$ cat src/hw/sss_regs.svh
// sss_regs.svh: register offsets, field positions, reset values
// assumes: included by bare name; byte addresses on a 32-bit bus
// Behaviour
// - slave when clocked, enabled, strobe external
// - nine-bit select makes receive words nine bits
// - ninth received bit readable in status
// - continuous receive enable gates slave reception
// - completed word sets receive flag, interrupt
// - data read returns oldest word, pops
// - overrun cleared by receive or port disable
// - only slave mode keeps shifting in sleep
// - shifters advance only on external strobe
// - receive flag clears once buffer empty
// - word received in sleep sets flag, wakes
// - vectoring needs global and peripheral enables
// - wake continues; vector taken with global
// - transmit write clears flag, fills shifter
// - transmit data shifted out on strobe
// - shifter empty reloads buffer, sets flag
// - further transmit write clears flag again
// - transmit wake needs transmit, peripheral enables
// - single receive enable ignored by slave reception
// - both receive enables clear means transmit
`ifndef SSS_REGS_SVH
`define SSS_REGS_SVH
// byte offsets
`define SSS_A_RCS 8'h00
`define SSS_A_RXD 8'h04
`define SSS_A_TCS 8'h08
`define SSS_A_RATE 8'h0C
`define SSS_A_TXD 8'h10
`define SSS_A_IEN 8'h14
// receive control/status fields
`define SSS_B_PORT_EN 7
`define SSS_B_NINE_RX 6
`define SSS_B_SINGLE_RX 5
`define SSS_B_CONT_RX 4
`define SSS_B_OVERRUN 1
`define SSS_B_NINTH_RX 0
// transmit control/status fields
`define SSS_B_CLK_SRC 7
`define SSS_B_NINE_TX 6
`define SSS_B_TX_EN 5
`define SSS_B_CLOCKED 4
`define SSS_B_SH_EMPTY 1
`define SSS_B_NINTH_TX 0
// rate control fields
`define SSS_B_RX_IDLE 6
`define SSS_B_INVERT 4
// interrupt enable/status fields
`define SSS_B_GLOBAL_IE 7
`define SSS_B_PERIPH_IE 6
`define SSS_B_RX_IE 5
`define SSS_B_TX_IE 4
`define SSS_B_RX_DONE 1
`define SSS_B_TX_FREE 0
// reset values and constants
`define SSS_RST_RXCFG 4'h0
`define SSS_RST_TXCFG 5'h00
`define SSS_RST_IEN 4'h0
`define SSS_VECTOR 16'h0004
`define SSS_FIFO_DEPTH 2
`endif

$ cat src/hw/sss_pkg.sv
// sss_pkg: types shared by the serial slave port
// assumes: sss_regs.svh holds all numbers
package sss_pkg;
	typedef struct packed {
		logic port_en;
		logic nine_rx;
		logic single_rx;
		logic cont_rx;
	} sss_rxcfg_t;
	typedef struct packed {
		logic clk_src;
		logic nine_tx;
		logic tx_en;
		logic clocked;
		logic ninth_tx;
	} sss_txcfg_t;
	typedef struct packed {
		logic global_ie;
		logic periph_ie;
		logic rx_ie;
		logic tx_ie;
	} sss_ien_t;
	typedef struct packed {
		logic [7:0]  adr;
		logic        we;
		logic [3:0]  sel;
		logic [31:0] dat;
	} sss_wbreq_t;
	typedef enum logic {TXS_IDLE, TXS_SHIFT} sss_txst_t;
endpackage

$ cat src/hw/sss_slave_port.sv
// sss_slave_port: synchronous slave serial port with wishbone registers
// assumes: strobe and line pins are asynchronous to clk and much slower
//
// The register offsets and the Wishbone slave port were decided locally.
`timescale 1ns/1ns
`include "sss_regs.svh"
module sss_slave_port #(
	parameter int DEPTH = `SSS_FIFO_DEPTH
) (
	// system
	input  wire logic        clk,
	input  wire logic        rst_n,
	// wishbone classic slave
	input  wire logic        wb_cyc,
	input  wire logic        wb_stb,
	input  wire logic        wb_we,
	input  wire logic [7:0]  wb_adr,
	input  wire logic [3:0]  wb_sel,
	input  wire logic [31:0] wb_dat_wr,
	output logic      [31:0] wb_dat_rd,
	output logic             wb_ack,
	// processor state
	input  wire logic        cpu_sleep,
	// serial pins
	input  wire logic        serial_strobe_pin,
	input  wire logic        serial_line_pin_in,
	output logic             serial_line_pin_out,
	output logic             serial_line_pin_oe,
	// wake and interrupt
	output logic             wake_req,
	output logic             irq_req,
	output logic             vector_take,
	output logic      [15:0] vector_addr
);
	localparam int AW = (DEPTH > 1) ? $clog2(DEPTH) : 1;

	////////////////////////////////////////////////////////////////
	// helpers

	function automatic logic hit(input logic [7:0] a, input logic [7:0] o);
		hit = (a == o);
	endfunction

	function automatic logic [7:0] fld(input logic b, input int p);
		fld = 8'(b) << p;
	endfunction

	function automatic logic [AW-1:0] bump(input logic [AW-1:0] p);
		bump = (p == AW'(DEPTH - 1)) ? '0 : p + 1'b1;
	endfunction

	////////////////////////////////////////////////////////////////
	// state

	sss_pkg::sss_rxcfg_t rxcfg_reg;
	sss_pkg::sss_txcfg_t txcfg_reg;
	sss_pkg::sss_ien_t   ien_reg;
	sss_pkg::sss_txst_t  tx_st_reg;
	logic        invert_reg;
	logic        ack_reg;
	logic [31:0] dat_reg;
	logic [1:0]  strb_sync_reg;
	logic [1:0]  line_sync_reg;
	logic        strb_last_reg;
	logic [8:0]  rsh_reg;
	logic [3:0]  rcnt_reg;
	logic [8:0]  fifo_mem [DEPTH];
	logic [AW-1:0] rd_ptr_reg;
	logic [AW-1:0] wr_ptr_reg;
	logic [AW:0] cnt_reg;
	logic        ovr_reg;
	logic [8:0]  tbuf_reg;
	logic        tbuf_full_reg;
	logic [8:0]  tsh_reg;
	logic [3:0]  tcnt_reg;
	logic        oe_reg;

	////////////////////////////////////////////////////////////////
	// bus decode: one wait state, ack drops the cycle after

	sss_pkg::sss_wbreq_t req;
	assign req = '{adr: wb_adr, we: wb_we, sel: wb_sel, dat: wb_dat_wr};

	wire logic acc    = wb_cyc & wb_stb & ~ack_reg;
	wire logic wr     = acc & req.we & req.sel[0];
	wire logic rd     = acc & ~req.we;
	wire logic wr_rcs = wr & hit(req.adr, `SSS_A_RCS);
	wire logic wr_tcs = wr & hit(req.adr, `SSS_A_TCS);
	wire logic wr_rate = wr & hit(req.adr, `SSS_A_RATE);
	wire logic wr_txd = wr & hit(req.adr, `SSS_A_TXD);
	wire logic wr_ien = wr & hit(req.adr, `SSS_A_IEN);
	wire logic rd_rxd = rd & hit(req.adr, `SSS_A_RXD);

	assign wb_ack    = ack_reg;
	assign wb_dat_rd = dat_reg;

	////////////////////////////////////////////////////////////////
	// mode decode

	// slave needs clocked mode, port on, strobe from outside
	wire logic slave_mode = txcfg_reg.clocked & rxcfg_reg.port_en
		& ~txcfg_reg.clk_src;
	// either receive enable selects receive direction
	wire logic rx_mode = rxcfg_reg.single_rx | rxcfg_reg.cont_rx;
	// single receive plays no part in accepting words
	wire logic rx_run = slave_mode & rxcfg_reg.cont_rx;
	wire logic tx_run = slave_mode & ~rx_mode & txcfg_reg.tx_en;
	wire logic port_clr = ~rxcfg_reg.port_en;

	////////////////////////////////////////////////////////////////
	// config registers

	always_ff @(posedge clk or negedge rst_n) begin
		if (!rst_n) begin
			rxcfg_reg  <= `SSS_RST_RXCFG;
			txcfg_reg  <= `SSS_RST_TXCFG;
			ien_reg    <= `SSS_RST_IEN;
			invert_reg <= 1'b0;
		end else begin
			if (wr_rcs) begin
				rxcfg_reg <= {req.dat[`SSS_B_PORT_EN], req.dat[`SSS_B_NINE_RX],
					req.dat[`SSS_B_SINGLE_RX], req.dat[`SSS_B_CONT_RX]};
			end
			if (wr_tcs) begin
				txcfg_reg <= {req.dat[`SSS_B_CLK_SRC], req.dat[`SSS_B_NINE_TX],
					req.dat[`SSS_B_TX_EN], req.dat[`SSS_B_CLOCKED],
					req.dat[`SSS_B_NINTH_TX]};
			end
			if (wr_rate) begin
				invert_reg <= req.dat[`SSS_B_INVERT];
			end
			if (wr_ien) begin
				ien_reg <= {req.dat[`SSS_B_GLOBAL_IE], req.dat[`SSS_B_PERIPH_IE],
					req.dat[`SSS_B_RX_IE], req.dat[`SSS_B_TX_IE]};
			end
		end
	end

	////////////////////////////////////////////////////////////////
	// pin synchronisers; edges found from the second stage only

	always_ff @(posedge clk or negedge rst_n) begin
		if (!rst_n) begin
			strb_sync_reg <= 2'h0;
			line_sync_reg <= 2'h0;
			strb_last_reg <= 1'b0;
		end else begin
			strb_sync_reg <= {strb_sync_reg[0], serial_strobe_pin};
			line_sync_reg <= {line_sync_reg[0], serial_line_pin_in};
			strb_last_reg <= strb_sync_reg[1];
		end
	end

	// polarity inverts both edge stages, so a flip fakes no edge; mid word it swaps the active edge: change it idle
	wire logic strb_now  = strb_sync_reg[1] ^ invert_reg;
	wire logic strb_prev = strb_last_reg ^ invert_reg;
	wire logic strb_rise = strb_now & ~strb_prev;
	wire logic strb_fall = ~strb_now & strb_prev;
	wire logic line_bit  = line_sync_reg[1];

	////////////////////////////////////////////////////////////////
	// receive shifter: lsb first, sampled on strobe rise

	wire logic [3:0] rx_len = rxcfg_reg.nine_rx ? 4'h9 : 4'h8;
	// no system timing: only strobe edges move it, so sleep is harmless
	wire logic rx_bit  = rx_run & strb_rise;
	wire logic rx_done = rx_bit & (rcnt_reg == rx_len - 4'h1);
	wire logic [8:0] rsh_next = {line_bit, rsh_reg[8:1]};
	// top bit of a nine-bit word lands in the ninth position
	wire logic [8:0] rx_word = rxcfg_reg.nine_rx ? rsh_next
		: {1'b0, rsh_next[8:1]};

	always_ff @(posedge clk or negedge rst_n) begin
		if (!rst_n) begin
			rsh_reg  <= 9'h000;
			rcnt_reg <= 4'h0;
		end else if (!rx_run) begin
			rcnt_reg <= 4'h0;
		end else if (rx_bit) begin
			rsh_reg  <= rsh_next;
			rcnt_reg <= rx_done ? 4'h0 : rcnt_reg + 4'h1;
		end
	end

	////////////////////////////////////////////////////////////////
	// receive fifo and overrun

	wire logic fifo_full  = (cnt_reg == (AW+1)'(DEPTH));
	wire logic fifo_empty = (cnt_reg == '0);
	// a locked overrun keeps new words out until cleared
	wire logic push = rx_done & ~fifo_full & ~ovr_reg;
	wire logic pop  = rd_rxd & ~fifo_empty;
	wire logic rx_flag = ~fifo_empty;
	wire logic [8:0] head = fifo_mem[rd_ptr_reg];
	wire logic ninth_rx = rx_flag & head[8];

	always_ff @(posedge clk) begin
		if (push) begin
			fifo_mem[wr_ptr_reg] <= rx_word;
		end
	end

	// port disable empties the fifo as part of the full reset
	always_ff @(posedge clk or negedge rst_n) begin
		if (!rst_n) begin
			rd_ptr_reg <= '0;
			wr_ptr_reg <= '0;
			cnt_reg    <= '0;
		end else if (port_clr) begin
			rd_ptr_reg <= '0;
			wr_ptr_reg <= '0;
			cnt_reg    <= '0;
		end else begin
			if (push) wr_ptr_reg <= bump(wr_ptr_reg);
			if (pop) rd_ptr_reg <= bump(rd_ptr_reg);
			if (push & ~pop) cnt_reg <= cnt_reg + 1'b1;
			if (pop & ~push) cnt_reg <= cnt_reg - 1'b1;
		end
	end

	// set wins; cleared by dropping receive enable or port
	always_ff @(posedge clk or negedge rst_n) begin
		if (!rst_n) begin
			ovr_reg <= 1'b0;
		end else if (rx_done & fifo_full) begin
			ovr_reg <= 1'b1;
		end else if (~rxcfg_reg.cont_rx | port_clr) begin
			ovr_reg <= 1'b0;
		end
	end

	////////////////////////////////////////////////////////////////
	// transmit buffer and shifter: bit changes on strobe fall

	wire logic [3:0] tx_len = txcfg_reg.nine_tx ? 4'h9 : 4'h8;
	wire logic tx_idle = (tx_st_reg == sss_pkg::TXS_IDLE);
	wire logic tx_bit  = tx_run & strb_fall & ~tx_idle;
	wire logic tx_last = tx_bit & (tcnt_reg == tx_len - 4'h1);
	// buffer goes to the shifter when it is free or just emptied
	wire logic tx_load = tbuf_full_reg & tx_run & (tx_idle | tx_last);
	wire logic tx_flag = ~tbuf_full_reg;
	wire logic tx_stop = port_clr | ~slave_mode | ~txcfg_reg.tx_en;

	// a write in the load cycle refills the buffer: set wins
	always_ff @(posedge clk or negedge rst_n) begin
		if (!rst_n) begin
			tbuf_reg      <= 9'h000;
			tbuf_full_reg <= 1'b0;
		end else if (port_clr) begin
			tbuf_full_reg <= 1'b0;
		end else if (wr_txd) begin
			tbuf_reg      <= {txcfg_reg.ninth_tx, req.dat[7:0]};
			tbuf_full_reg <= 1'b1;
		end else if (tx_load) begin
			tbuf_full_reg <= 1'b0;
		end
	end

	always_ff @(posedge clk or negedge rst_n) begin
		if (!rst_n) begin
			tx_st_reg <= sss_pkg::TXS_IDLE;
			tsh_reg   <= 9'h000;
			tcnt_reg  <= 4'h0;
		end else if (tx_stop) begin
			tx_st_reg <= sss_pkg::TXS_IDLE;
		end else if (tx_load) begin
			tx_st_reg <= sss_pkg::TXS_SHIFT;
			tsh_reg   <= tbuf_reg;
			tcnt_reg  <= 4'h0;
		end else if (tx_last) begin
			tx_st_reg <= sss_pkg::TXS_IDLE;
		end else if (tx_bit) begin
			tsh_reg  <= {1'b0, tsh_reg[8:1]};
			tcnt_reg <= tcnt_reg + 4'h1;
		end
	end

	always_ff @(posedge clk or negedge rst_n) begin
		if (!rst_n) begin
			oe_reg <= 1'b0;
		end else begin
			oe_reg <= tx_run;
		end
	end

	assign serial_line_pin_out = tsh_reg[0];
	assign serial_line_pin_oe  = oe_reg;

	////////////////////////////////////////////////////////////////
	// wake and interrupt

	wire logic rx_irq = rx_flag & ien_reg.rx_ie;
	// transmit needs the peripheral enable even to wake
	wire logic tx_irq = tx_flag & ien_reg.tx_ie & ien_reg.periph_ie;
	wire logic any_irq = rx_irq | tx_irq;

	assign irq_req     = any_irq;
	assign wake_req    = cpu_sleep & any_irq;
	assign vector_take = any_irq & ien_reg.global_ie
		& ien_reg.periph_ie;
	assign vector_addr = `SSS_VECTOR;

	////////////////////////////////////////////////////////////////
	// read mux; unmapped offsets read zero

	wire logic [7:0] v_rcs = fld(rxcfg_reg.port_en, `SSS_B_PORT_EN)
		| fld(rxcfg_reg.nine_rx, `SSS_B_NINE_RX)
		| fld(rxcfg_reg.single_rx, `SSS_B_SINGLE_RX)
		| fld(rxcfg_reg.cont_rx, `SSS_B_CONT_RX)
		| fld(ovr_reg, `SSS_B_OVERRUN)
		| fld(ninth_rx, `SSS_B_NINTH_RX);
	wire logic [7:0] v_tcs = fld(txcfg_reg.clk_src, `SSS_B_CLK_SRC)
		| fld(txcfg_reg.nine_tx, `SSS_B_NINE_TX)
		| fld(txcfg_reg.tx_en, `SSS_B_TX_EN)
		| fld(txcfg_reg.clocked, `SSS_B_CLOCKED)
		| fld(tx_idle, `SSS_B_SH_EMPTY)
		| fld(txcfg_reg.ninth_tx, `SSS_B_NINTH_TX);
	wire logic [7:0] v_rate = fld(rcnt_reg == 4'h0, `SSS_B_RX_IDLE)
		| fld(invert_reg, `SSS_B_INVERT);
	wire logic [7:0] v_ien = fld(ien_reg.global_ie, `SSS_B_GLOBAL_IE)
		| fld(ien_reg.periph_ie, `SSS_B_PERIPH_IE)
		| fld(ien_reg.rx_ie, `SSS_B_RX_IE)
		| fld(ien_reg.tx_ie, `SSS_B_TX_IE)
		| fld(rx_flag, `SSS_B_RX_DONE)
		| fld(tx_flag, `SSS_B_TX_FREE);
	wire logic [7:0] v_rxd = rx_flag ? head[7:0] : 8'h00;
	wire logic [7:0] rd_byte =
		hit(req.adr, `SSS_A_RCS)  ? v_rcs :
		hit(req.adr, `SSS_A_RXD)  ? v_rxd :
		hit(req.adr, `SSS_A_TCS)  ? v_tcs :
		hit(req.adr, `SSS_A_RATE) ? v_rate :
		hit(req.adr, `SSS_A_IEN)  ? v_ien : 8'h00;

	always_ff @(posedge clk or negedge rst_n) begin
		if (!rst_n) begin
			ack_reg <= 1'b0;
			dat_reg <= 32'h0000_0000;
		end else begin
			ack_reg <= acc;
			if (rd) dat_reg <= {24'h00_0000, rd_byte};
		end
	end
endmodule

$ cat config.mk
export PLATFORM = sky130hd
export DESIGN_NAME = sss_slave_port
export DESIGN_NICKNAME = d
export VERILOG_FILES = /design/src/hw/sss_pkg.sv /design/src/hw/sss_slave_port.sv
export VERILOG_INCLUDE_DIRS = /design/src /design/src/hw
export SDC_FILE = /design/constraint.sdc
export NUM_CORES = 1
export LEC_CHECK = 0
export BUFFER_PORTS_ARGS = -buffer_cell sky130_fd_sc_hd__buf_4
export CORE_MARGIN = 2
export CORE_UTILIZATION = 50
export DETAILED_ROUTE_END_ITERATION = 12
export GPL_TIMING_DRIVEN = 0
export PLACE_DENSITY = 0.75
export SETUP_SLACK_MARGIN = 0.4
export SLEW_MARGIN = 20
export SYNTH_ARGS = -nofsm -noshare
export SYNTH_HDL_FRONTEND = slang
export SYNTH_SLANG_ARGS = --single-unit
$ cat constraint.sdc
create_clock -name clk -period 5.5 [get_ports clk]
set_input_delay 0 -clock clk [delete_from_list [all_inputs] [get_ports clk]]
set_output_delay 0 -clock clk [all_outputs]
set_load 0.005 [all_outputs]
# Word-level counts from Yosys, hierarchy flattened

Memory sizes are Yosys's and may differ from the RTL's.
Index checks and enable logic that the tools add are counted.

Word-level logic and storage cells: 180
Output and inout bits: 54
Memory bits (writable): 18
Bits in registers: 71
Memories kept: 1
Input port bits: 52

Reductions and logical operators: 9
Mux-type cells: 37
Eq/ne operators: 14
Add/subtract/negate cells: 8
Bitwise logic cells: 80

Memories:

| memory   | words | width | read ports | clocked after memory_dff | write ports | line                 | RTL |
|---|---|---|---|---|---|---|---|
| fifo_mem | 2     | 9     | 1          | 0                        | 1           | sss_slave_port.sv:67 | `logic [8:0] fifo_mem [DEPTH];` |

Operators by type and width:

| cell                                                                | number |
|---|---|
| 8-bit 2-to-1 mux                                                    | 6 |
| 1-bit bitwise AND                                                   | 38 |
| 9-bit 2-to-1 mux                                                    | 4 |
| 4-bit 2-to-1 mux                                                    | 6 |
| 8-bit by 1-bit OR with 8-bit output                                 | 3 |
| 8-bit by 2-bit OR with 8-bit output                                 | 3 |
| 8-bit by 5-bit OR with 8-bit output                                 | 3 |
| 8-bit by 6-bit OR with 8-bit output                                 | 3 |
| 8-bit by 7-bit OR with 8-bit output                                 | 3 |
| 1-bit 2-to-1 mux                                                    | 18 |
| 1-bit NOT                                                           | 18 |
| 8-bit by 4-bit == test with 1-bit output (second input constant)    | 2 |
| 8-bit by 5-bit == test with 1-bit output (second input constant)    | 2 |
| 4-bit by 1-bit adder with 4-bit output (second input constant)      | 2 |
| 4-bit == test                                                       | 2 |
| 8-bit by 3-bit == test with 1-bit output (second input constant)    | 1 |
| 8-bit zero test                                                     | 1 |
| 2-bit by 1-bit != test with 1-bit output (second input constant)    | 4 |
| 4-bit by 1-bit subtractor with 4-bit output (second input constant) | 2 |
| 7-bit by 5-bit OR with 7-bit output                                 | 1 |
| 2-bit 2-to-1 mux                                                    | 3 |
| 3-bit by 1-bit != test with 1-bit output (second input constant)    | 2 |
| 1-bit OR                                                            | 6 |
| 4-bit zero test                                                     | 1 |
| other kinds (10)                                                    | 14 |

# Depth between registers and ports, before layout

Gate-level depths: netlist (run 1).

Depth after elaboration: 12
Depth in mapped cells: 7
Mapped depth without buffers: 7

# Least setup slack after synthesis (run 1)

No wires, ideal clock.

Kind: flip-flop to flip-flop
Start: register invert_reg
End: memory fifo_mem[0][0] (enable)
Arrival time: 1,629 ps
Data required time: 5,124 ps
Cell stages (with the launch flop): 6
Period minus slack after synthesis: 2,005 ps
Buffers on the path: 1
Slack: 3,495 ps
Library setup time: 376 ps
Cells stage by stage: dfrtp_1 -> buf_2 -> or3b_4 -> a21oi_4 -> nand3_4 -> nor2_1

Cells in the longest elaborated chain, start to end: 9
Elaborated cells on any way between the ends: 10
Classes of those cells: mux: 2; bitwise: 8

RTL lines:

| item                                     | line                  | RTL |
|---|---|---|
| from (decl)                              | sss_slave_port.sv:59  | `logic invert_reg;` |
| from (signal assigned)                   | sss_slave_port.sv:130 | `` invert_reg <= req.dat[`SSS_B_INVERT]; `` |
| 1-bit bitwise XOR                        | sss_slave_port.sv:156 | `wire logic strb_prev = strb_last_reg ^ invert_reg;` |
| 1-bit NOT                                | sss_slave_port.sv:157 | `wire logic strb_rise = strb_now & ~strb_prev;` |
| 1-bit bitwise AND *                      | sss_slave_port.sv:157 |  |
| 1-bit bitwise AND *                      | sss_slave_port.sv:166 | `wire logic rx_bit = rx_run & strb_rise;` |
| 1-bit bitwise AND *                      | sss_slave_port.sv:167 | `wire logic rx_done = rx_bit & (rcnt_reg == rx_len - 4'h1);` |
| 1-bit bitwise AND * (2 in a row)         | sss_slave_port.sv:191 | `wire logic push = rx_done & ~fifo_full & ~ovr_reg;` |
| 1-bit 2-to-1 mux *                       | sss_slave_port.sv:198 | `if (push) begin` |
| 1-bit 2-to-1 mux (not written as such) * | sss_slave_port.sv:199 | `fifo_mem[wr_ptr_reg] <= rx_word;` |
| to (decl)                                | sss_slave_port.sv:67  |  |

Mark *: on every way between the ends. The rest lies on a longest branch, timed or not.

# Worst setup path after layout (run 1)

Start: register rxcfg_reg[2] (netlist name)
End: memory fifo_mem[0][3] (enable)

Cells in the longest elaborated chain, start to end: 8

RTL lines:

| item                                        | line                  | RTL |
|---|---|---|
| from (decl)                                 | sss_slave_port.sv:55  | `sss_pkg::sss_rxcfg_t rxcfg_reg;` |
| from (signal assigned)                      | sss_slave_port.sv:115 | `` rxcfg_reg <= `SSS_RST_RXCFG; `` |
| from (signal assigned)                      | sss_slave_port.sv:121 | `` rxcfg_reg <= {req.dat[`SSS_B_PORT_EN], req.dat[`SSS_B_NINE_RX], `` |
| 1-bit 2-to-1 mux                            | sss_slave_port.sv:164 | `wire logic [3:0] rx_len = rxcfg_reg.nine_rx ? 4'h9 : 4'h8;` |
| 4-bit by 1-bit subtractor with 4-bit output | sss_slave_port.sv:167 |  |
| 4-bit == test                               | sss_slave_port.sv:167 |  |
| 1-bit bitwise AND                           | sss_slave_port.sv:167 |  |
| 1-bit bitwise AND (2 in a row)              | sss_slave_port.sv:191 |  |
| 1-bit 2-to-1 mux                            | sss_slave_port.sv:198 |  |
| 1-bit 2-to-1 mux (not written as such)      | sss_slave_port.sv:199 |  |

Every way passes these cells.

==> results of run 1 <==
-- per-stage QoR --
stage,std cells,power [mW],hold WS (ps),area (sq um),utilization [%]
2_1_floorplan,418,0.722,-296,4550,-
3_3_place_gp,564,0.753,111,4970,57.6
3_5_place_dp,564,0.754,111,4970,57.6
4_1_cts,596,1.23,114,5360,62.0
5_1_grt,596,1.27,121,5360,62.0
6_report,596,1.22,122,5360,62.0
-- critical path: stages (launching register included) --
cell and delay (ps):
dfrtp_1 440, or2_2 310, o2bb2ai_1 400, nand3_4 180, nor2_1 640
-- worst min-delay path by stage --
stage | to | slack [ps] | depth (start not counted)
2_1_floorplan | cnt_reg[0] | -300 | 0
3_3_place_gp | line_sync_reg[0] | 110 | 1
3_5_place_dp | line_sync_reg[0] | 110 | 1
4_1_cts | wb_dat_rd[2] | 110 | 4
5_1_grt | wb_dat_rd[2] | 120 | 4
6_report | wb_dat_rd[2] | 120 | 4
-- per-layer routing --
metal	vias to the layer above	track usage (%)	share of wire, %	routed length [um]
met5	-	0	0	0
li1	1488	-	-	-
met2	114	31.0	47	4080
met4	0	7.91	1.6	140
met3	12	5.23	7.6	652
met1	1487	24.5	43	3740
-- synth_stat cells (all sizes together) (2+ instances only) --
master	instances	area, sq um
a22o	4	35.0
nand2	29	109
mux2i	17	170
xnor2	3	26.3
or3	2	17.5
and2	5	31.3
nand3b	3	22.5
ha	3	37.5
o221ai	2	17.5
inv	15	56.3
a21oi	14	81.3
edfxtp	18	541
mux2	40	450
o22ai	5	31.3
nand4b	2	17.5
dfrtp	70	1750
nor4	4	61.3
a22oi	6	45.0
o21a	2	15.0
nor3b	2	15.0
o21ai	13	65.1
or3b	3	28.8
buf	46	337
o2111ai	2	17.5
nand3	6	42.5
clkbuf	5	18.8
conb	2	7.51
or4	3	30.0
a21boi	2	15.0
nand4	2	12.5
nor4b	2	17.5
nor2	23	86.3
nand2b	2	12.5
and3	3	18.8
-- power groups by stage --
stage	Clock, mW	Sequential (mW)	Combinational, mW
6_report	0.470	0.669	0.0810
5_1_grt	0.507	0.670	0.0895
4_1_cts	0.479	0.669	0.0805
3_5_place_dp	0	0.683	0.0718
3_3_place_gp	0	0.682	0.0708
2_1_floorplan	0	0.682	0.0403
-- layout make-up --
class	count	area, sq um	area share, %
flip-flops and latches	88	2290	42.8
plain buffers	51	355	6.64
multi-input cells	264	1850	34.6
clock buffers	13	201	3.76
repair buffers	54	445	8.32
clock inverters	3	18.8	0.350
inverters	15	56.3	1.05
well taps	108	135	2.52
-- kinds of logic after synthesis --
family,synth area share [%]
AOI/OAI and AO/OA,9.84
xor gates and xnor gates,0.794
adders and majority gates,0.851
buffers and inverters,9.33
DFF,52.0
muxes,14.1
other,0.170
and+or+nand+nor,13.0
==> flow_metrics.tcl, run 1 <==
set metrics [dict create \
    status "complete, no violations" \
    drtAntennaViolNets 0 \
    fill_cells 700 \
    fin_worst_skew_ps 7.51 \
    fp.dieH_um 97.9 \
    rsz0062_at_grt "false" \
    diodes 0 \
    synth-main-ff-cell "dfrtp_1" \
    post-cts-setup-buffers 0 \
    p_switching_mw 0.268 \
    fin_tns_setup_ps 0 \
    place_congestion 0.916 \
    wirelength_um 8610 \
    syn_area_per_cell_sq_um 11.6 \
    largest_reg_flops 18 \
    clock_latency_ps 370 \
    drv_slew 0 \
    numCtsBuffers 9 \
    ys_seq_area_share_pct 52.0 \
    reg2reg_slack_ps 3160 \
    powerDensity_mw_per_mm2 228 \
    grt_overflow 0 \
    arrival_ps 2340 \
    start_util_pct 51.1 \
    clock-root-buffer "clkbuf_8" \
    synthToLayoutAreaGrowth_pct 21.4 \
    h-tree-depth 3 \
    critPathKind "flip-flop to flip-flop" \
    p_comb_share_pct 6.6 \
    drcViolationCount 0 \
    fin_crit_sh_pct 42.6 \
    ir_worst_vdd_v 0.000115 \
    cts_tree "built" \
    synth_warnings 0 \
    layout_min_cycle_time_ps 2340 \
    leakage_nw 2.55 \
    cts_resized 0 \
    required_ps 5500 \
    dpl_worst_slack_ps 3150 \
    final_cell_mix "buf_4, dfrtp_1, mux2_2, conb_1, nand2_1" \
    die_area_sq_mm 0.00959 \
    numClockSinks 88 \
    worstReg2RegEnd "fifo_mem[0][3]" \
    crit_end "fifo_mem[0][3]" \
    synthArstFlopShare_pct 79.5 \
    clk_pin_slew_worst_paths_ps 80 \
    relSlewSlack_pct 40.6 \
    reg2reg_from "rxcfg_reg[2]" \
    port_buffers 38 \
    grt_max_degree 71 \
    ys_ff_latch 88 \
    synth_area_sq_mm 0.00441 \
    pwr-share-seq_pct 54.9 \
    clock_path_buffers 2 \
    tightest_slew_ps 891 \
    drive_above_1_share_pct 31.1 \
    track_usage_pct 19.2 \
    routed_via_density 5.20 \
    intPower_mw 0.952 \
    fp-row-count 34 \
    io_pins 106 \
    ctsHoldBuffers 16 \
    vias 3101 \
    fin_nets 538 \
    grt_pass1_vias 3048 \
    hold_viol 0 \
    min_from "wb_adr[6]" \
    grt_antenna_before_repair 0 \
    fmax_ghz 0.427 \
    clkPwrFrac_pct 38.5 \
    netlist_instances 380 \
    grt_pass1_wl_um 14600 \
    crit_path_end_kind "flip-flop" \
    synth_edf_count 18 \
    cp-start-kind "flip-flop" \
    final_common_cell "buf_4" \
    wl_per_cell_um 14.5 \
    cp_max_fo 10 \
    setup_ws_ps 3160 \
    hpwl_um 6230 \
    die_w_um 97.9 \
    drt_iter0_markers 198 \
    ys_types 64 \
    rr_worst_depth 4 \
    fp.coreArea_sq_mm 0.00864 \
    setup_viol 0 \
    maxCapViolCount 0 \
    min-delay-path-class "input port to flip-flop" \
    startpoint "rxcfg_reg[2]" \
    firstDrtPassIters 4 \
    p_sw_share_pct 21.9 \
]
No activity file was read; power rests on OpenSTA's default activity.
==> run 2: changes to the inputs <==
--- a/config.mk
+++ b/config.mk
@@ -6,12 +6,13 @@
 export SDC_FILE = /design/constraint.sdc
 export NUM_CORES = 1
 export LEC_CHECK = 0
+export ABC_AREA = 1
 export BUFFER_PORTS_ARGS = -buffer_cell sky130_fd_sc_hd__buf_4
 export CORE_MARGIN = 2
-export CORE_UTILIZATION = 50
+export CORE_UTILIZATION = 49
 export DETAILED_ROUTE_END_ITERATION = 12
 export GPL_TIMING_DRIVEN = 0
-export PLACE_DENSITY = 0.75
+export PLACE_DENSITY = 0.77
 export SETUP_SLACK_MARGIN = 0.4
 export SLEW_MARGIN = 20
 export SYNTH_ARGS = -nofsm -noshare
==> constraint.sdc (replaced) <==
create_clock -name clk -period 2.13 [get_ports clk]
set_input_delay 0 -clock clk [delete_from_list [all_inputs] [get_ports clk]]
set_output_delay 0 -clock clk [all_outputs]
set_load 0.005 [all_outputs]
==> run 2 against run 1 <==
  * Clock power is 150% higher
  * Register-to-register slack worse by 2700 ps
  * Final cell count is 27% higher
  * Synthesized cell count is 38% higher
  * First-iteration DRC count is 49% higher
  * Critical path type unchanged
  * Sequential power grew to 2.6 times the previous value
  * Largest cell class unchanged
  * Design area is 4.3% higher
  * Global-route usage is 0.75 points higher
  * Power grew to 2.6 times the previous value
  * Via count is 20% higher
  * Wire length is 13% higher
==> flow_metrics.tcl, run 2 <==
set metrics [dict create \
    synth.most_common_cell "nand2_1" \
    synthToLayoutAreaGrowth_pct 23.4 \
    fp.coreArea_sq_mm 0.00911 \
    fp.dieH_um 100 \
    total_power_mw 3.11 \
    ys_types 33 \
    numClockSinks 88 \
    cp-start-kind "flip-flop" \
    synth_top_family_by_area "simple AND/OR/NAND/NOR gates" \
    wirelength_um 9750 \
    grt_pass1_vias 3360 \
    firstDrtPassIters 5 \
    required_ps 2210 \
    synth_xor_area_share_pct 0.967 \
    rr_worst_depth 8 \
    fin_crit_sh_pct 80.3 \
    io_pins 106 \
    crit_path_end_kind "flip-flop" \
    port_buffers 38 \
    track_usage_pct 19.9 \
    grt_antenna_before_repair 0 \
    start_util_pct 49.7 \
    synth_edf_count 18 \
    critPathKind "flip-flop to flip-flop" \
    synth-main-ff-cell "dfrtp_1" \
    min_from "wb_adr[0]" \
    finalNonFillerCells 754 \
    cts_tree "built" \
    drtAntennaViolNets 0 \
    powerDensity_mw_per_mm2 557 \
    drt_iter0_markers 295 \
    drv_slew 0 \
    synth_warnings 0 \
    vias 3727 \
    relSlewSlack_pct 42.0 \
    synth_area_leaders "dfrtp_1, edfxtp_1, nand2_1" \
    fin_nets 693 \
    die_area_sq_mm 0.0100 \
    drive_above_1_share_pct 23.6 \
    syn_area_per_cell_sq_um 8.62 \
    synth_adder_area_share_pct 0.829 \
    dp_cells 712 \
    yosys.area_share.simple_pct 24.8 \
    status "complete, no violations" \
    numCtsBuffers 9 \
    hpwl_um 7080 \
    tightest_slew_ps 871 \
    clock_latency_ps 360 \
    cp_max_fo 9 \
    grt_overflow 0 \
    whs_path_depth 4 \
    fin_worst_skew_ps 11.8 \
    grt_max_degree 71 \
    muxShareOfSynthArea_pct 1.66 \
    final_cell_mix "nand2_1, buf_4, dfrtp_1" \
    clock-root-buffer "clkbuf_8" \
    reg2reg_from "rxcfg_reg[3]" \
    reg2reg_slack_ps 420 \
    layout_min_cycle_time_ps 1710 \
    fp-row-count 35 \
    clk_pin_slew_worst_paths_ps 90 \
    fill_cells 753 \
    min-delay-path-class "input port to flip-flop" \
    synth_compound_area_share_pct 7.18 \
    ir_worst_vdd_v 0.000310 \
    fmax_ghz 0.585 \
    wl_per_cell_um 12.9 \
    synth_area_sq_mm 0.00453 \
    synthArstFlopShare_pct 79.5 \
    h-tree-depth 3 \
    final_common_cell "nand2_1" \
    ys_ff_latch 88 \
    drcViolationCount 0 \
    largest_reg_flops 18 \
    hold_end "txcfg_reg[4]" \
    place_congestion 1.00 \
    ys_top_cells_by_count "nand2_1, dfrtp_1, inv_1" \
    ys_seq_area_share_pct 50.6 \
    netlist_instances 525 \
    arrival_ps 1790 \
    grt_pass1_wl_um 15800 \
    worstReg2RegEnd "fifo_mem[0][7]" \
    clock_path_buffers 2 \
    synth_top_cell_area_share_pct 38.7 \
    hold_viol 0 \
    die_w_um 100 \
    maxCapViolCount 0 \
    diodes 0 \
    routed_via_density 4.94 \
    leakage_nw 2.76 \
    rsz0062_at_grt "true" \
    synth_area_leader_cell "dfrtp_1" \
    setup_viol 0 \
]
## run 2: power by group
group          switching (mW)  internal [mW]
combinational           0.101          0.109
sequential            0.00701           1.72
clock                   0.623          0.552
total                   0.730           2.38
## run 2: per-layer routing
layer  share of wire [%]  global-route usage [%]  up-vias
met5                   0                       0        -
met1                  43                    26.3     1729
met2                  49                    33.2      153
met4                 1.9                    6.74        0
met3                 6.2                    3.83       19
li1                    -                       -     1826
## run 2: worst max path at each step
stage	startpoint	endpoint	slack, ps	depth (start not counted)
5_1_grt	rxcfg_reg[3]	fifo_mem[0][7]	370	8
6_report	rxcfg_reg[3]	fifo_mem[0][7]	420	8
3_5_place_dp	rxcfg_reg[3]	fifo_mem[1][7]	-120	7
2_1_floorplan	rxcfg_reg[3]	fifo_mem[1][0]	290	7
3_3_place_gp	rxcfg_reg[3]	fifo_mem[0][6]	-50	7
4_1_cts	rxcfg_reg[2]	fifo_mem[1][7]	410	8
## run 2: worst max-delay path: stages (launching register included)
cell     delay [ps]
dfrtp_1         380
buf_6           140
nand2_2          70
nor2_4          170
nand3_4         100
nor2_4          180
nand2_4         110
nor2_4          130
buf_12          140
## run 2: cell families (layout without fill, tap and decap cells)
family,Yosys count,after routing
other cells,2,40
xor+xnor,5,5
buf+inv,118,198
flops,88,88
simple gates,238,238
compound gates,64,64
fa+ha+maj,3,3
mux,7,7
## run 2: final cells by class
| class | count | area [sq um] | area share, % |
|---|---|---|---|
| Sequential cell | 88 | 2290 | 41.1 |
| Timing Repair Buffer | 64 | 541 | 9.68 |
| Tap cell | 111 | 139 | 2.49 |
| Multi-Input combinational cell | 357 | 1780 | 31.8 |
| Buffer | 52 | 382 | 6.83 |
| Clock buffer | 9 | 124 | 2.22 |
| Clock inverter | 7 | 78.8 | 1.41 |
| Inverter | 66 | 251 | 4.50 |
## run 2: through the flow
stage          setup TNS (ps)  setup WS, ps  hold slack, ps  area (sq um)  utilization, %
2_1_floorplan               0           293            -296          4670               -
3_3_place_gp             -948         -53.5             110          5090            55.9
3_5_place_dp            -2040          -115             111          5090            55.9
4_1_cts                     0           410            95.7          5530            60.7
5_1_grt                     0           367             122          5590            61.3
6_report                    0           420             109          5590            61.3
## run 2: what timing repair did
action	in CTS	in global routing
setup buffers	6	6
pin swaps	4	4
resized for setup	5	7
gates cloned	0	0
endpoints found under the hold margin	95	0
hold buffers	14	0
setup endpoints to repair	21	27
